`src/inc/acw_pkg.sv`:
```
package acw_pkg;

    // register indexes; byte address is four times the index
    localparam logic [7:0]  ACW_IDX_RES_LO   = 8'hBE;
    localparam logic [7:0]  ACW_IDX_RES_HI   = 8'hBF;
    localparam logic [7:0]  ACW_IDX_GT_LO    = 8'hC4;
    localparam logic [7:0]  ACW_IDX_GT_HI    = 8'hC5;
    localparam logic [7:0]  ACW_IDX_LT_LO    = 8'hC6;
    localparam logic [7:0]  ACW_IDX_LT_HI    = 8'hC7;
    localparam logic [7:0]  ACW_IDX_CTRL     = 8'hE8;

    localparam int          ACW_ADDR_W       = 12;

    localparam logic [7:0]  ACW_RST_CTRL     = 8'h00;
    localparam logic [7:0]  ACW_RST_RES_HI   = 8'h00;
    localparam logic [7:0]  ACW_RST_RES_LO   = 8'h00;
    localparam logic [7:0]  ACW_RST_GT_HI    = 8'hFF;
    localparam logic [7:0]  ACW_RST_GT_LO    = 8'hFF;
    localparam logic [7:0]  ACW_RST_LT_HI    = 8'h00;
    localparam logic [7:0]  ACW_RST_LT_LO    = 8'h00;
    localparam logic [2:0]  ACW_RST_PIN_SYN  = 3'h7;
    localparam logic        ACW_RST_PIN_LVL  = 1'b1;

    // converter_control field positions
    localparam int          ACW_B_ENABLE     = 7;
    localparam int          ACW_B_TRKMODE    = 6;
    localparam int          ACW_B_DONE       = 5;
    localparam int          ACW_B_BUSY       = 4;
    localparam int          ACW_B_STM_HI     = 3;
    localparam int          ACW_B_STM_LO     = 2;
    localparam int          ACW_B_WINDOW     = 1;
    localparam int          ACW_B_LJUST      = 0;

    localparam logic [1:0]  ACW_STM_WRITE    = 2'h0;
    localparam logic [1:0]  ACW_STM_TIMER3   = 2'h1;
    localparam logic [1:0]  ACW_STM_PIN      = 2'h2;
    localparam logic [1:0]  ACW_STM_TIMER2   = 2'h3;

    // timing
    localparam int          ACW_CLK_HZ       = 50000000;
    localparam int          ACW_SAR_HZ_MAX   = 2500000;
    localparam int          ACW_SAR_DIV      = (ACW_CLK_HZ + ACW_SAR_HZ_MAX - 1) / ACW_SAR_HZ_MAX;
    localparam int          ACW_CONV_PERIODS = 16;
    localparam int          ACW_RES_W        = 10;
    localparam logic [4:0]  ACW_FIRST_BIT    = 5'h06;

    typedef struct packed {
        logic [7:0]  ctrl;
        logic [7:0]  res_hi;
        logic [7:0]  res_lo;
        logic [7:0]  gt_hi;
        logic [7:0]  gt_lo;
        logic [7:0]  lt_hi;
        logic [7:0]  lt_lo;
        logic [31:0] prdata;
        logic        pready;
        logic        pslverr;
        logic [2:0]  pin_sync;
        logic        pin_level;
        logic        start;
    } acw_top_t;

    typedef struct packed {
        logic [2:0]  cmp_sync;
        logic        cmp_level;
        logic [7:0]  div;
        logic [4:0]  step;
        logic        busy;
        logic        done;
        logic        hold;
        logic [9:0]  trial;
        logic [9:0]  result;
    } acw_sar_t;

endpackage

```
`src/rtl/acw_sar_seq.sv`:
```
`timescale 1ns/100ps
module acw_sar_seq
    import acw_pkg::*;
#(
    parameter int SAR_DIV = ACW_SAR_DIV
) (
    input  wire logic        pclk,
    input  wire logic        presetn,
    input  wire logic        enable,
    input  wire logic        start,
    input  wire logic        cmp_in,
    output logic             busy,
    output logic             done,
    output logic             hold,
    output logic [9:0]       trial,
    output logic [9:0]       result
);
    acw_sar_t s_reg;
    acw_sar_t s_next;
    logic     tick;
    logic     cmp_ok;
    logic [3:0] bit_idx;

    always_comb begin
        s_next = s_reg;
        s_next.done = 1'b0;
        s_next.cmp_sync = {s_reg.cmp_sync[1:0], cmp_in};
        tick = (s_reg.div == 8'(SAR_DIV - 1));
        // a comparator change counts once the last two stages agree
        cmp_ok = (s_reg.cmp_sync[1] == s_reg.cmp_sync[2]) ? s_reg.cmp_sync[2] : s_reg.cmp_level;
        s_next.cmp_level = cmp_ok;
        bit_idx = 4'(15 - s_reg.step);
        s_next.div = (tick || !s_reg.busy) ? 8'h00 : 8'(s_reg.div + 8'h01);
        if (!enable) begin
            s_next.busy = 1'b0;
            s_next.hold = 1'b0;
        end else if (!s_reg.busy) begin
            if (start) begin
                s_next.busy = 1'b1;
                s_next.step = 5'h00;
                s_next.hold = 1'b0;
                s_next.trial = 10'h200;
            end
        end else if (tick) begin
            // steps 0..5 track and settle, 6..15 resolve one bit each
            if (s_reg.step >= ACW_FIRST_BIT) begin
                if (!cmp_ok) begin
                    s_next.trial[bit_idx] = 1'b0;
                end
                if (bit_idx != 4'h0) begin
                    s_next.trial[bit_idx - 4'h1] = 1'b1;
                end
            end
            if (s_reg.step == ACW_FIRST_BIT - 5'h01) begin
                s_next.hold = 1'b1;
            end
            if (s_reg.step == 5'(ACW_CONV_PERIODS - 1)) begin // RQ7
                s_next.busy = 1'b0;
                s_next.done = 1'b1;
                s_next.hold = 1'b0;
                s_next.result = cmp_ok ? s_next.trial : (s_next.trial & 10'h3FE);
            end else begin
                s_next.step = 5'(s_reg.step + 5'h01);
            end
        end
    end

    always_ff @(posedge pclk or negedge presetn) begin
        if (!presetn) begin
            s_reg <= '0;
        end else begin
            s_reg <= s_next;
        end
    end

    assign busy   = s_reg.busy;
    assign done   = s_reg.done;
    assign hold   = s_reg.hold;
    assign trial  = s_reg.trial;
    assign result = s_reg.result;
endmodule // acw_sar_seq

```
`src/rtl/acw_window_ctrl.sv`:
```
//Contract
//[RQ1] compare every conversion result with both limit words and flag out-of-band
//[RQ2] window flag stays readable in the control register for polling
//[RQ3] software loads each limit word as separate high and low bytes
//[RQ4] limit ordering selects inside-window or outside-window flagging
//[RQ5] greater-than word is high byte register over low byte register
//[RQ6] greater-than low byte is the word's low eight bits, resets to all ones
//[RQ7] a conversion takes at least sixteen converter clock periods
//[RQ8] less above greater flags strictly between, else outside; software clears
//
// Added by the designer: the APB register port.
`timescale 1ns/100ps
module acw_window_ctrl
    import acw_pkg::*;
#(
    parameter int SAR_DIV = ACW_SAR_DIV
) (
    input  wire logic                  pclk,
    input  wire logic                  presetn,
    input  wire logic                  psel,
    input  wire logic                  penable,
    input  wire logic                  pwrite,
    input  wire logic [ACW_ADDR_W-1:0] paddr,
    input  wire logic [31:0]           pwdata,
    output logic [31:0]                prdata,
    output logic                       pready,
    output logic                       pslverr,
    input  wire logic                  timer2_ovf,
    input  wire logic                  timer3_ovf,
    input  wire logic                  start_pin,
    input  wire logic                  cmp_in,
    output logic                       sar_hold,
    output logic [9:0]                 sar_trial
);
    acw_top_t   r_reg;
    acw_top_t   r_next;
    logic       busy;
    logic       done;
    logic [9:0] result;
    logic       setup;
    logic       wr;
    logic [6:0] sel;
    logic       hit;
    logic [7:0] rd_byte;
    logic [7:0] wbyte;
    logic [15:0] res_word;
    logic [15:0] gt_word;
    logic [15:0] lt_word;
    logic       win_hit;
    logic       trig;
    logic       start_req;

    function automatic logic [15:0] justify(input logic [9:0] d, input logic left);
        justify = left ? {d, 6'h00} : {6'h00, d};
    endfunction

    // limit and result words share one {high, low} byte layout
    function automatic logic [15:0] byte_word(input logic [7:0] hi, input logic [7:0] lo);
        byte_word = {hi, lo};
    endfunction

    // less above greater marks a band to catch; otherwise the band is the safe region
    function automatic logic window_hit(input logic [15:0] r, input logic [15:0] g,
                                        input logic [15:0] l);
        if (l > g) begin // RQ4
            window_hit = (r > g) && (r < l); // RQ8
        end else begin
            window_hit = (r > g) || (r < l); // RQ8
        end
    endfunction

    // one-hot register select, shared by the read mux and the write strobe
    function automatic logic [6:0] reg_sel(input logic [ACW_ADDR_W-1:0] a);
        logic [7:0] i;
        i = a[9:2];
        if ((a[1:0] != 2'h0) || (a[ACW_ADDR_W-1:10] != '0)) begin
            // misaligned, or an alias above the decoded window
            reg_sel = 7'h00;
        end else if (i == ACW_IDX_CTRL) begin
            reg_sel = 7'h01;
        end else if (i == ACW_IDX_RES_HI) begin
            reg_sel = 7'h02;
        end else if (i == ACW_IDX_RES_LO) begin
            reg_sel = 7'h04;
        end else if (i == ACW_IDX_GT_HI) begin
            reg_sel = 7'h08;
        end else if (i == ACW_IDX_GT_LO) begin
            reg_sel = 7'h10;
        end else if (i == ACW_IDX_LT_HI) begin
            reg_sel = 7'h20;
        end else if (i == ACW_IDX_LT_LO) begin
            reg_sel = 7'h40;
        end else begin
            reg_sel = 7'h00;
        end
    endfunction

    always_comb begin
        r_next  = r_reg;
        // a write lands only at the access edge, while ready stands
        setup   = psel && !penable;
        wr      = psel && penable && r_reg.pready && pwrite;
        sel     = reg_sel(paddr);
        wbyte   = pwdata[7:0];
        hit     = (sel != 7'h00);
        rd_byte = 8'h00;
        if (sel[0]) begin
            rd_byte = r_reg.ctrl;
            rd_byte[ACW_B_BUSY] = busy;
        end else if (sel[1]) begin
            rd_byte = r_reg.res_hi;
        end else if (sel[2]) begin
            rd_byte = r_reg.res_lo;
        end else if (sel[3]) begin
            rd_byte = r_reg.gt_hi;
        end else if (sel[4]) begin
            rd_byte = r_reg.gt_lo;
        end else if (sel[5]) begin
            rd_byte = r_reg.lt_hi;
        end else if (sel[6]) begin
            rd_byte = r_reg.lt_lo;
        end

        // answer one cycle after setup; ready drops after the access edge
        r_next.pready  = setup;
        r_next.pslverr = setup && !hit;
        if (setup) begin
            // byte frozen at setup; a result landing during access shows on the next read
            r_next.prdata = {24'h000000, hit ? rd_byte : 8'h00};
        end

        r_next.start = 1'b0;
        if (wr && hit) begin
            if (sel[0]) begin
                r_next.ctrl = wbyte;
                // the start bit is a strobe; busy reads back from the sequencer
                r_next.ctrl[ACW_B_BUSY] = 1'b0;
                r_next.start = wbyte[ACW_B_BUSY] && wbyte[ACW_B_ENABLE]
                    && (wbyte[ACW_B_STM_HI:ACW_B_STM_LO] == ACW_STM_WRITE);
            end else if (sel[1]) begin
                r_next.res_hi = wbyte;
            end else if (sel[2]) begin
                r_next.res_lo = wbyte;
            end else if (sel[3]) begin
                r_next.gt_hi = wbyte; // RQ3
            end else if (sel[4]) begin
                r_next.gt_lo = wbyte; // RQ6
            end else if (sel[5]) begin
                r_next.lt_hi = wbyte; // RQ3
            end else if (sel[6]) begin
                r_next.lt_lo = wbyte;
            end
        end

        // start pin level only changes once the last two stages agree
        r_next.pin_sync = {r_reg.pin_sync[1:0], start_pin};
        if (r_reg.pin_sync[1] == r_reg.pin_sync[2]) begin
            r_next.pin_level = r_reg.pin_sync[2];
        end
        // conversion begins when the tracking-low pin returns high
        case (r_reg.ctrl[ACW_B_STM_HI:ACW_B_STM_LO])
            ACW_STM_TIMER3: trig = timer3_ovf;
            ACW_STM_PIN:    trig = r_next.pin_level && !r_reg.pin_level;
            ACW_STM_TIMER2: trig = timer2_ovf;
            default:        trig = 1'b0;
        endcase
        // a trigger while busy is dropped by the sequencer, never queued
        start_req = r_reg.start || (trig && r_reg.ctrl[ACW_B_ENABLE]);

        // limits are compared against the justified word that software reads
        res_word = justify(result, r_reg.ctrl[ACW_B_LJUST]);
        gt_word  = byte_word(r_reg.gt_hi, r_reg.gt_lo); // RQ5
        lt_word  = byte_word(r_reg.lt_hi, r_reg.lt_lo);
        win_hit  = window_hit(res_word, gt_word, lt_word); // RQ1 RQ4

        // hardware set wins over a software clear in the same cycle
        if (done) begin
            r_next.res_hi = res_word[15:8];
            r_next.res_lo = res_word[7:0];
            r_next.ctrl[ACW_B_DONE] = 1'b1;
            if (win_hit) begin
                r_next.ctrl[ACW_B_WINDOW] = 1'b1; // RQ1 RQ2
            end
        end
    end

    always_ff @(posedge pclk or negedge presetn) begin
        if (!presetn) begin
            r_reg           <= '0;
            r_reg.ctrl      <= ACW_RST_CTRL;
            r_reg.res_hi    <= ACW_RST_RES_HI;
            r_reg.res_lo    <= ACW_RST_RES_LO;
            r_reg.gt_hi     <= ACW_RST_GT_HI;
            r_reg.gt_lo     <= ACW_RST_GT_LO; // RQ6
            r_reg.lt_hi     <= ACW_RST_LT_HI;
            r_reg.lt_lo     <= ACW_RST_LT_LO;
            // pin idles high; starting there avoids a false edge after reset
            r_reg.pin_sync  <= ACW_RST_PIN_SYN;
            r_reg.pin_level <= ACW_RST_PIN_LVL;
        end else begin
            r_reg <= r_next;
        end
    end

    acw_sar_seq #(
        .SAR_DIV (SAR_DIV)
    ) u_sar (
        .pclk    (pclk),
        .presetn (presetn),
        .enable  (r_reg.ctrl[ACW_B_ENABLE]),
        .start   (start_req),
        .cmp_in  (cmp_in),
        .busy    (busy),
        .done    (done),
        .hold    (sar_hold),
        .trial   (sar_trial),
        .result  (result)
    );

    assign prdata  = r_reg.prdata;
    assign pready  = r_reg.pready;
    assign pslverr = r_reg.pslverr;
endmodule // acw_window_ctrl

```
`config.mk`:
```
export PLATFORM = sky130hd
export DESIGN_NAME = acw_window_ctrl
export DESIGN_NICKNAME = d
export VERILOG_FILES = /design/src/inc/acw_pkg.sv /design/src/rtl/acw_sar_seq.sv /design/src/rtl/acw_window_ctrl.sv
export SDC_FILE = /design/constraint.sdc
export NUM_CORES = 1
export LEC_CHECK = 0
export BUFFER_PORTS_ARGS = -buffer_cell sky130_fd_sc_hd__buf_2
export CAP_MARGIN = 40
export CORE_MARGIN = 4
export CORE_UTILIZATION = 52
export DETAILED_ROUTE_END_ITERATION = 8
export PLACE_DENSITY = 0.76
export SETUP_SLACK_MARGIN = 0.2
export SLEW_MARGIN = 20
export SYNTH_ARGS = -nofsm -noshare
export SYNTH_HDL_FRONTEND = slang
export SYNTH_SLANG_ARGS = --single-unit
```
`constraint.sdc`:
```
create_clock -name pclk -period 2.5 [get_ports pclk]
set_input_delay 0.25 -clock pclk [delete_from_list [all_inputs] [get_ports pclk]]
set_output_delay 0.25 -clock pclk [all_outputs]
set_load 0.005 [all_outputs]
```
==> results.md, run 1 <==
- Relative slew margins: 49.1%
- Largest net degree at the start of global routing: a little over 60
- Final setup fails: 0
- CP startpoint kind: register
- Crit path kind: reg2reg
- Core area: roughly 0.013 mm2
- Post-DR vias/cell: roughly 5.9
- FP Rows: around 40
- Required @ worst endpoint: approximately 2.7 ns
- Worst Path Max Fanout: 6
- Final HPWL from detailed placement: 13600 um
- DRT Pass-1 Iters: 8
- Skew-Pair Late Insertion Delay: 0.37 ns
- Max-slew violations: 0
- Post-synth EDFFs: 0
- Synth Warn #: 0
- Leading cell type by number of instances after synthesis: nand2_1
- Tightest Pin Transition: between 0.7 and 0.8 ns
- RSZ-0062 raised after global routing: true
- Synth unique cells: 63
- CTS H-tree depth: 3
- Initial Utilization: 53.1%
- WP data arrival: roughly 2.6 ns
- DRT iter0 DRCs: 495
- Routed wire length: approximately 18000 um
- Peak VDD IR: 0.416 mV
- Grt met2 use: 39.6%
- Tcrit/Tclk final: 93.9%
- N_diodes: 0
- Clock-pin slew on the worst setup and hold paths: 0.08 ns
- Synth Cell Area: roughly 0.0067 mm2
- Num CTS Buffers: 9
- Die area: between 0.01 and 0.015 mm2
- Max FFs per register: 26
- Sinks on Clock Net: 110
- TNS Setup: 0 ns
- Layout filler cell count: between 1k and 1.5k
- Worst setup EP type: register
- FMAX: 426 MHz
- Routability cong.: 0.932
- Crit. Startpoint: r_reg[87]
- Worst min-delay path startpoint: pwdata[6]
- Grt met3 use: roughly 4.7%
- PwrDens: about 440 mW/mm2
- Seq/Total Area, Yosys: 41.3%
- Layout cells sized above 1: 23.8%
- Dominant cell type by area after synthesis: dfrtp_1
- Area growth syn-to-layout: 16.3%
- Post-Synthesis Cells: 729
- Gr usage total: 25.2%
- Area share of the largest cell type after synthesis: 33.5%
- Hold Path Class: in2reg
- I/O pin count: between 90 and 100
- Fin util: between 60% and 70%
- Fin nets: 899
- Fin crit period: 2.35 ns
- M1 GR Usage: 33.6%
- Die Ht: 122 um
- Overflow after GRT: 0
- Synth cell count leaders: nand2_1 (99), dfrtp_1 (90), o21ai_0 (68)
- Clk buf depth: 2
- MaxCap Viol Count: 0
- Post-route ant nets: 0
- Initial antenna violation count: 0
- PnR worst setup slack: 0.152 ns
- Global-route wire length before repair: ~29000 um
- Clk_skew: 0.0104 ns
- # DRC: 0
- Static leakage: 3.74 nW
- Worst r2r src: r_reg[87]
- DR vias: ~5.7k
- Synth top area cells: dfrtp_1 (33%), ha_1 (10%), dfstp_2 (7.8%)
- Post-Place Worst Slack: just over 0.09 ns
- Async SR Flop Fraction: 100%
- Die span in x: 122 um
- Post-DR wirelength/cell: around 19 um
- GR peak layer: met2
- Syn Area/Cell: 9.23 um2
- Vias in the first global route: 5565
- I/O Buffers: 49
- Status: finished, final reports clean
- Flops & latches, synth: 110
- Most used DFF post-synth: dfrtp_1
- Root Buffer: clkbuf_16
- CTS tree: yes
- Final Hold Fails: 0
==> layout make-up <==
cell class                 instances  area (um2)  area share, %
timing repair buffer              93         613           7.83
inverter                          42         158           2.01
clock inverter                     6        76.3          0.975
sequential                       110        2780           35.5
clock buffer                      10         229           2.92
tap                              172         215           2.75
multi-input combinational        536        3760           48.0
==> cells by family after synthesis <==
kind of cell             Yosys count  synth area share, %
other                              1               0.0557
AO/OA/AOI/OAI                    179                 16.0
AND/OR/NAND/NOR                  232                 16.9
flip-flops                       110                 41.3
XOR/XNOR                           7                0.911
buffers and inverters            106                 8.35
adder cells (fa/ha/maj)           55                 10.2
multiplexers                      39                 6.27
==> path summary, 6_finish.rpt <==
check | slack, ns | cells after the start | to
max in group asynchronous | 1.28 | 3 | gt_word[15]
min | 0.18 | 3 | gt_word[14]
max reg2reg | 0.15 | 9 | r_reg[88]
min reg2reg | 0.36 | 0 | u_sar.s_next[39]
min in group asynchronous | 0.44 | 2 | prdata[5]
max | 0.15 | 9 | r_reg[88]
==> worst max-delay path, stage by stage, from the launching register on <==
cell      delay [ns]
dfrtp_2         0.47
buf_6           0.15
mux2_4          0.32
ha_4            0.23
a21oi_2         0.10
o21ai_1         0.07
a221o_1         0.37
a211o_1         0.25
a31oi_1         0.16
o211ai_1        0.09
==> cell usage in the layout (no fill, tap or decap), types with 4 or more instances in the layout <==
cell type / synthesis / final
nor3_1: 6 / 5
a22o_1: 6 / 6
nor2b_1: 12 / 8
nand2_1: 99 / 98
ha_1: 54 / 40
conb_1: 1 / 24
and2_1: 10 / 5
o21ai_1: 5 / 6
nand4_1: 8 / 8
buf_2: 4 / 48
and3_1: 11 / 11
a22oi_1: 6 / 6
ha_4: 0 / 14
a211oi_1: 4 / 4
buf_4: 42 / 37
a21oi_1: 49 / 47
dfrtp_1: 90 / 89
mux2_4: 0 / 4
dfstp_2: 20 / 20
clkbuf_16: 0 / 9
xnor2_1: 4 / 4
mux2i_1: 14 / 14
nor2_1: 37 / 37
mux2_2: 25 / 21
o221ai_1: 9 / 9
nand3_1: 19 / 19
and2_4: 1 / 5
a21o_1: 7 / 7
buf_6: 0 / 4
o21ai_0: 68 / 67
inv_1: 41 / 41
nand2b_1: 6 / 6
==> repair_timing <==
action / in CTS / in global routing
buffers inserted: 8 / 4
setup endpoints to repair: 1 / 16
gates resized for setup: 32 / 16
gates cloned: 1 / 0
hold endpoints to repair: 37 / 0
hold buffers: 3 / 0
pin swaps: 13 / 9
==> power breakdown <==
part / leakage (nW) / internal (mW) / switching [mW]
Sequential: 1.32 / 1.79 / 0.00495
Clock: 0.150 / 0.797 / 0.687
Combinational: 2.27 / 0.0461 / 0.112
==> per-stage QoR <==
stage | area, um2 | power (mW) | hold WS (ns) | std cells
floorplan | 6820 | 1.91 | -0.0456 | 752
global placement | 7100 | 1.98 | 0.298 | 937
detailed placement | 7100 | 1.99 | 0.311 | 937
CTS | 7680 | 3.48 | 0.163 | 965
global route | 7830 | 3.57 | 0.194 | 969
finish | 7830 | 3.44 | 0.180 | 969
==> metal layers <==
layer,vias to the layer above,wire length [um]
li1,2639,-
met1,2768,7550
met2,271,8520
met3,60,1280
met4,0,785
met5,-,0
Note: power is estimated with default switching activity, not from simulation.
==> run 2, diff against run 1 <==
- CORE_ASPECT_RATIO: unset -> 0.6
==> results.md, run 2 (same netlist as run 1, synthesis figures left out) <==
- WP data arrival: 2.58 ns (was 2.59 ns)
- DRT iter0 DRCs: 772 (was 495)
- Required @ worst endpoint: 2.73 ns (was 2.74 ns)
- Switching pwr: 0.871 mW (was 0.804 mW)
- TNS Setup: 0 ns (unchanged)
- Most frequent cells in the layout: nand2_1 (98), dfrtp_1 (89), o21ai_0 (67) (unchanged)
- Tightest Pin Transition: 0.715 ns (was 0.763 ns)
- Clk buf depth: 2 (unchanged)
- Fin nets: 898 (was 899)
- Clock network power share: 42.9% (was 43.1%)
- Vias in the first global route: 5575 (was 5565)
- Initial Utilization: 54.6% (was 53.1%)
- Internal power: 2.55 mW (was 2.64 mW)
- Post-DR vias/cell: 5.99 (was 5.92)
- Reg2reg path depth: 9 (unchanged)
- Final HPWL from detailed placement: 14900 um (was 13600 um)
- Largest net degree at the start of global routing: 44 (was 61)
- RSZ-0062 raised after global routing: true (unchanged)
- Peak VDD IR: 0.314 mV (was 0.416 mV)
- PwrDens: 449 mW/mm2 (was 439 mW/mm2)
- Die area: 0.0149 mm2 (was 0.0148 mm2)
- Initial antenna violation count: 1 (was 0)
- Clk_skew: 0.00836 ns (was 0.0104 ns)
- Skew-Pair Late Insertion Delay: 0.36 ns (was 0.37 ns)
- Relative slew margins: 52.3% (was 49.1%)
- Max-slew violations: 0 (unchanged)
- Switching share of power: 25.5% (was 23.4%)
- Status: finished, final reports clean (unchanged)
- Leading cell type in the layout, fill and taps excluded: nand2_1 (unchanged)
- Post-route ant nets: 0 (unchanged)
- Overflow after GRT: 0 (unchanged)
- Gr usage total: 26.6% (was 25.2%)
- Die span in x: 155 um (was 122 um)
- Routed wire length: 19400 um (was 18100 um)
- CP startpoint kind: register (unchanged)
- Global-route wire length before repair: 30500 um (was 28800 um)
- DRT Pass-1 Iters: 7 (was 8)
- Tcrit/Tclk final: 94.3% (was 93.9%)
- Max FFs per register: 26 (unchanged)
- Seq pwr share: 52.5% (was 52.3%)
- Final setup fails: 0 (unchanged)
- FMAX: 424 MHz (was 426 MHz)
- FP Rows: 31 (was 41)
- Worst Path Max Fanout: 5 (was 6)
- Layout cells sized above 1: 22.1% (was 23.8%)
- CTS H-tree depth: 3 (unchanged)
- Routability cong.: 1.00 (was 0.932)
- Sinks on Clock Net: 110 (unchanged)
- I/O pin count: 98 (unchanged)
- Area growth syn-to-layout: 13.4% (was 16.3%)
- Layout filler cell count: 1063 (was 1055)
- CTS tree: yes (unchanged)
- DR vias: 5753 (was 5738)
- Num CTS Buffers: 9 (unchanged)
- Hold Path Class: in2reg (unchanged)
- # DRC: 0 (unchanged)
- Core area: 0.0123 mm2 (was 0.0127 mm2)
- Gate power share: 4.6% (about the same)
- FF-to-FF setup slack: 0.14 ns (was 0.15 ns)
- Hold Path Depth: 1 (was 3)
- Post-DR wirelength/cell: 20.2 um (was 18.7 um)
- Worst setup EP type: register (unchanged)
- MaxCap Viol Count: 0 (unchanged)
- Die Ht: 96.1 um (was 122 um)
- N_diodes: 0 (unchanged)
- Clock-pin slew on the worst setup and hold paths: 0.08 ns (about the same)
- Total design power: 3.42 mW (was 3.44 mW)
- Root Buffer: clkbuf_16 (unchanged)
- Final Hold Fails: 0 (unchanged)
- Fin crit period: 2.36 ns (was 2.35 ns)
- I/O Buffers: 49 (unchanged)
- Static leakage: 3.73 nW (was 3.74 nW)
- Crit path kind: reg2reg (unchanged)
-- run 2: final timing paths --
check | startpoint | endpoint
hold / removal | cmp_in | u_sar.s_next[38]
setup reg to reg | r_reg[87] | r_reg[88]
hold reg to reg | u_sar.s_next[38] | u_sar.s_next[39]
min in group asynchronous | presetn | u_sar.s_next[38]
setup / recovery | r_reg[87] | r_reg[88]
max in group asynchronous | presetn | gt_word[13]
-- run 2: routing by layer --
metal	track usage, %	share of wire [%]	up-vias
li1	-	-	2628
met2	37.5	40	302
met5	0	0	-
met1	40.3	47	2799
met4	5.00	1.0	0
met3	8.13	13	24
-- run 2: final cells by class --
cell class                 count  area [um2]  area share [%]
tap                          165         206            2.71
clock inverter                 7        77.6            1.02
inverter                      42         158            2.07
clock buffer                   9         225            2.95
sequential                   110        2780            36.4
timing repair buffer          92         596            7.81
multi-input combinational    536        3590            47.0
-- run 2: critical path, cell delays in order (launching register included) --
cell      delay (ns)
dfrtp_2         0.43
buf_4           0.14
mux2_2          0.37
ha_4            0.23
a21oi_1         0.13
o21ai_1         0.09
a221o_1         0.35
a211o_1         0.25
a31oi_1         0.16
o211ai_1        0.10
-- run 2: power groups by stage --
| stage | logic (mW) | clock network, mW | registers, mW |
|---|---|---|---|
| floorplan | 0.0776 | 0 | 1.83 |
| global route | 0.177 | 1.55 | 1.80 |
| finish | 0.157 | 1.47 | 1.80 |
| CTS | 0.157 | 1.48 | 1.80 |
| detailed placement | 0.154 | 0 | 1.83 |
| global placement | 0.149 | 0 | 1.83 |
-- run 2: metrics by stage --
step / worst slack [ns] / cells / instance area [um2] / util, % / hold WS [ns]
floorplan: 0.232 / 752 / 6820 / - / -0.0456
global placement: 0.108 / 939 / 7160 / 58.1 / 0.283
detailed placement: 0.0353 / 939 / 7160 / 58.1 / 0.296
CTS: 0.203 / 961 / 7570 / 61.4 / 0.00116
global route: 0.0374 / 961 / 7630 / 61.9 / 0.00760
finish: 0.143 / 961 / 7630 / 61.9 / 0.00688
-- run 2: repair_timing --
item	4_1_cts	5_1_grt
hold buffers	2	0
pin swaps	9	5
cloned	0	0
gates resized for setup	16	10
endpoints found under the hold margin	36	0
endpoints found under the setup margin	1	10
buffers inserted	4	0
==> run 3, diff against run 2 <==
- ABC_AREA: unset -> 1
- CORE_UTILIZATION: 52 -> 53
==> results.md, run 3 <==
- Status: finished, final reports clean (unchanged)
- Hold Path End: r_reg[0] (was u_sar.s_next[38])
- Synth Cell Area: 0.00714 mm2 (was 0.00673 mm2)
- Layout filler cell count: 1188 (was 1063)
- Switching pwr: 0.817 mW (was 0.871 mW)
- Max FFs per register: 26 (unchanged)
- FP Rows: 32 (was 31)
- Die Ht: 97.9 um (was 96.1 um)
- MaxCap Viol Count: 0 (unchanged)
- Leading cell type by number of instances after synthesis: nand2_1 (unchanged)
- Gr usage total: 24.9% (was 26.6%)
- Clk buf depth: 2 (unchanged)
- TNS Setup: 0 ns (unchanged)
- Synth top area cells: dfrtp_1 (32%), nand2_1 (14%), ha_1 (9.5%) (was dfrtp_1 (33%), ha_1 (10%), dfstp_2 (7.8%))
- Post-DR vias/cell: 5.38 (was 5.99)
- Crit path kind: reg2reg (unchanged)
- DRT Pass-1 Iters: 6 (was 7)
- Final setup fails: 0 (unchanged)
- Static leakage: 4.15 nW (was 3.73 nW)
- CTS H-tree depth: 3 (unchanged)
- Async SR Flop Fraction: 100% (unchanged)
- Worst r2r src: r_reg[87] (unchanged)
- Synth Warn #: 0 (unchanged)
- Hold Path Class: in2reg (unchanged)
- Clk_skew: 0.0134 ns (was 0.00836 ns)
- Initial Utilization: 54.9% (was 54.6%)
- Leading cell type in the layout, fill and taps excluded: nand2_1 (unchanged)
- Routability cong.: 1.01 (was 1.00)
- Global-route wire length before repair: 30200 um (was 30500 um)
- Post-synth EDFFs: 0 (unchanged)
- Layout cells sized above 1: 13.0% (was 22.1%)
- Total design power: 3.35 mW (was 3.42 mW)
- DR vias: 6370 (was 5753)
- Most used DFF post-synth: dfrtp_1 (unchanged)
- Num CTS Buffers: 9 (unchanged)
- Core area: 0.0130 mm2 (was 0.0123 mm2)
- Gate power share: 5.0% (was 4.6%)
- Routed wire length: 18800 um (was 19400 um)
- Relative slew margins: 56.3% (was 52.3%)
- Placed Area: 0.00745 mm2 (was 0.00716 mm2)
- # DRC: 0 (unchanged)
- Worst setup EP type: register (unchanged)
- Internal power: 2.53 mW (was 2.55 mW)
- Fin nets: 1115 (was 898)
- Synth cell count leaders: nand2_1 (267), inv_1 (134), dfrtp_1 (90) (was nand2_1 (99), dfrtp_1 (90), o21ai_0 (68))
- Clock-pin slew on the worst setup and hold paths: 0.08 ns (about the same)
- Seq pwr share: 53.6% (was 52.5%)
- Vias in the first global route: 5789 (was 5575)
- Root Buffer: clkbuf_16 (unchanged)
- Non-filler instance count after layout: 1183 (was 961)
- Switching share of power: 24.4% (was 25.5%)
- Reg2Reg Capture Point: r_reg[88] (unchanged)
- Initial antenna violation count: 0 (was 1)
- CTS tree: yes (unchanged)
- Hold Path Depth: 2 (was 1)
- Worst min-delay path startpoint: pwdata[2] (was cmp_in)
- Final instance area: 0.00777 mm2 (was 0.00763 mm2)
- Post-Synthesis Cells: 961 (was 729)
- Placed Cells: 1164 (was 939)
- Fin util: 59.7% (was 61.9%)
- Skew-Pair Late Insertion Delay: 0.35 ns (was 0.36 ns)
- Post-DR wirelength/cell: 15.9 um (was 20.2 um)
- Sinks on Clock Net: 110 (unchanged)
- Flops & latches, synth: 110 (unchanged)
- DRT iter0 DRCs: 663 (was 772)
- Tcrit/Tclk final: 85.2% (was 94.3%)
- Largest net degree at the start of global routing: 60 (was 44)
- Clock network power share: 41.4% (was 42.9%)
- Overflow after GRT: 0 (unchanged)
- Peak VDD IR: 0.398 mV (was 0.314 mV)
- CP startpoint kind: register (unchanged)
- Worst Path Max Fanout: 14 (was 5)
- Area share of the largest cell type after synthesis: 31.6% (was 33.5%)
- RSZ-0062 raised after global routing: false (was true)
- Synth unique cells: 40 (was 63)
- Seq/Total Area, Yosys: 38.9% (was 41.3%)
- FF-to-FF setup slack: 0.37 ns (was 0.14 ns)
- I/O Buffers: 49 (unchanged)
- Post-route ant nets: 0 (unchanged)
- Max-slew violations: 0 (unchanged)
- Reg2reg path depth: 15 (was 9)
- Dominant cell type by area after synthesis: dfrtp_1 (unchanged)
- WP data arrival: 2.38 ns (was 2.58 ns)
- Final HPWL from detailed placement: 14800 um (was 14900 um)
- Most frequent cells in the layout: nand2_1 (266), inv_1 (133), dfrtp_1 (90) (was nand2_1 (98), dfrtp_1 (89), o21ai_0 (67))
- Die span in x: 158 um (was 155 um)
- Area growth syn-to-layout: 8.83% (was 13.4%)
- PwrDens: 431 mW/mm2 (was 449 mW/mm2)
- Tightest Pin Transition: 0.656 ns (was 0.715 ns)
- Fin crit period: 2.13 ns (was 2.36 ns)
- N_diodes: 0 (unchanged)
- I/O pin count: 98 (unchanged)
- FMAX: 470 MHz (was 424 MHz)
- Syn Area/Cell: 7.43 um2 (was 9.23 um2)
- Required @ worst endpoint: 2.75 ns (was 2.73 ns)
- Final Hold Fails: 0 (unchanged)
- Die area: 0.0154 mm2 (was 0.0149 mm2)
run 3: cell count changes after synthesis, sizes merged, moves of 20 or more:
cell | previous run | this run
inv | 41 | 137
o22ai | 0 | 23
nand2 | 100 | 273
nand3 | 19 | 39
nor2 | 38 | 75
mux2 | 25 | 0
run 3: layout make-up:
cell class	count	area (um2)	area share (%)
clock buffer	10	229	2.95
clock inverter	6	50.0	0.644
inverter	138	518	6.67
multi-input combinational	677	3540	45.5
sequential	110	2780	35.8
tap	170	213	2.74
timing repair buffer	72	444	5.72
run 3: cells by family after synthesis:
kind of cell	after synthesis	synth area share, %
xor+xnor	3	0.368
fa+ha+maj	55	9.61
flops	110	38.9
buf+inv	197	12.8
simple gates	414	24.1
other cells	1	0.0525
compound gates	181	14.1
run 3: timing repair:
| action | CTS | global route |
|---|---|---|
| buffers inserted | 0 | 0 |
| endpoints found under the setup margin | 0 | 1 |
| hold endpoints to repair | 30 | 0 |
| gates resized for setup | 0 | 6 |
| hold buffers | 3 | 0 |
run 3: power by group through the flow:
| stage | clock [mW] | combinational (mW) | sequential [mW] |
|---|---|---|---|
| finish | 1.39 | 0.166 | 1.80 |
| global route | 1.50 | 0.189 | 1.80 |
| CTS | 1.42 | 0.166 | 1.80 |
| detailed placement | 0 | 0.162 | 1.83 |
| global placement | 0 | 0.160 | 1.83 |
| floorplan | 0 | 0.0953 | 1.83 |
run 3: critical path, cell delays in order (launching register included):
cell and delay [ns]:
dfrtp_1 0.40, buf_6 0.16, nor2_1 0.40, ha_1 0.32
nand2_1 0.08, nor2_2 0.04, nand2_1 0.06, nand2_1 0.07
nand2_1 0.06, nand2_1 0.04, nand2_1 0.07, inv_1 0.04
nand3_1 0.07, nand2_1 0.09, nand2_1 0.08, nand2_1 0.05
run 3: stage by stage:
step | setup WS, ns | hold slack [ns]
2_1_floorplan | 0.649 | -0.0456
3_3_place_gp | 0.379 | 0.206
3_5_place_dp | 0.362 | 0.204
4_1_cts | 0.356 | 0.110
5_1_grt | 0.216 | 0.124
6_report | 0.371 | 0.120
run 3: layer usage:
metal / routed length (um) / vias to the layer above / global-route usage, %
met5: 0 / - / 0
met1: 8930 / 2908 / 40.6
met3: 2550 / 24 / 8.28
li1: - / 3137 / -
met2: 7020 / 301 / 31.8
met4: 269 / 0 / 4.10
run 3: worst max path at each step:
stage | start | endpoint | slack [ns] | cells past startpoint
2_1_floorplan | r_reg[87] | r_reg[88] | 0.65 | 17
3_3_place_gp | paddr[0] | prdata[0] | 0.38 | 12
3_5_place_dp | r_reg[87] | r_reg[88] | 0.36 | 14
4_1_cts | r_reg[87] | r_reg[88] | 0.36 | 14
5_1_grt | r_reg[87] | r_reg[88] | 0.22 | 18
6_report | r_reg[87] | r_reg[88] | 0.37 | 15
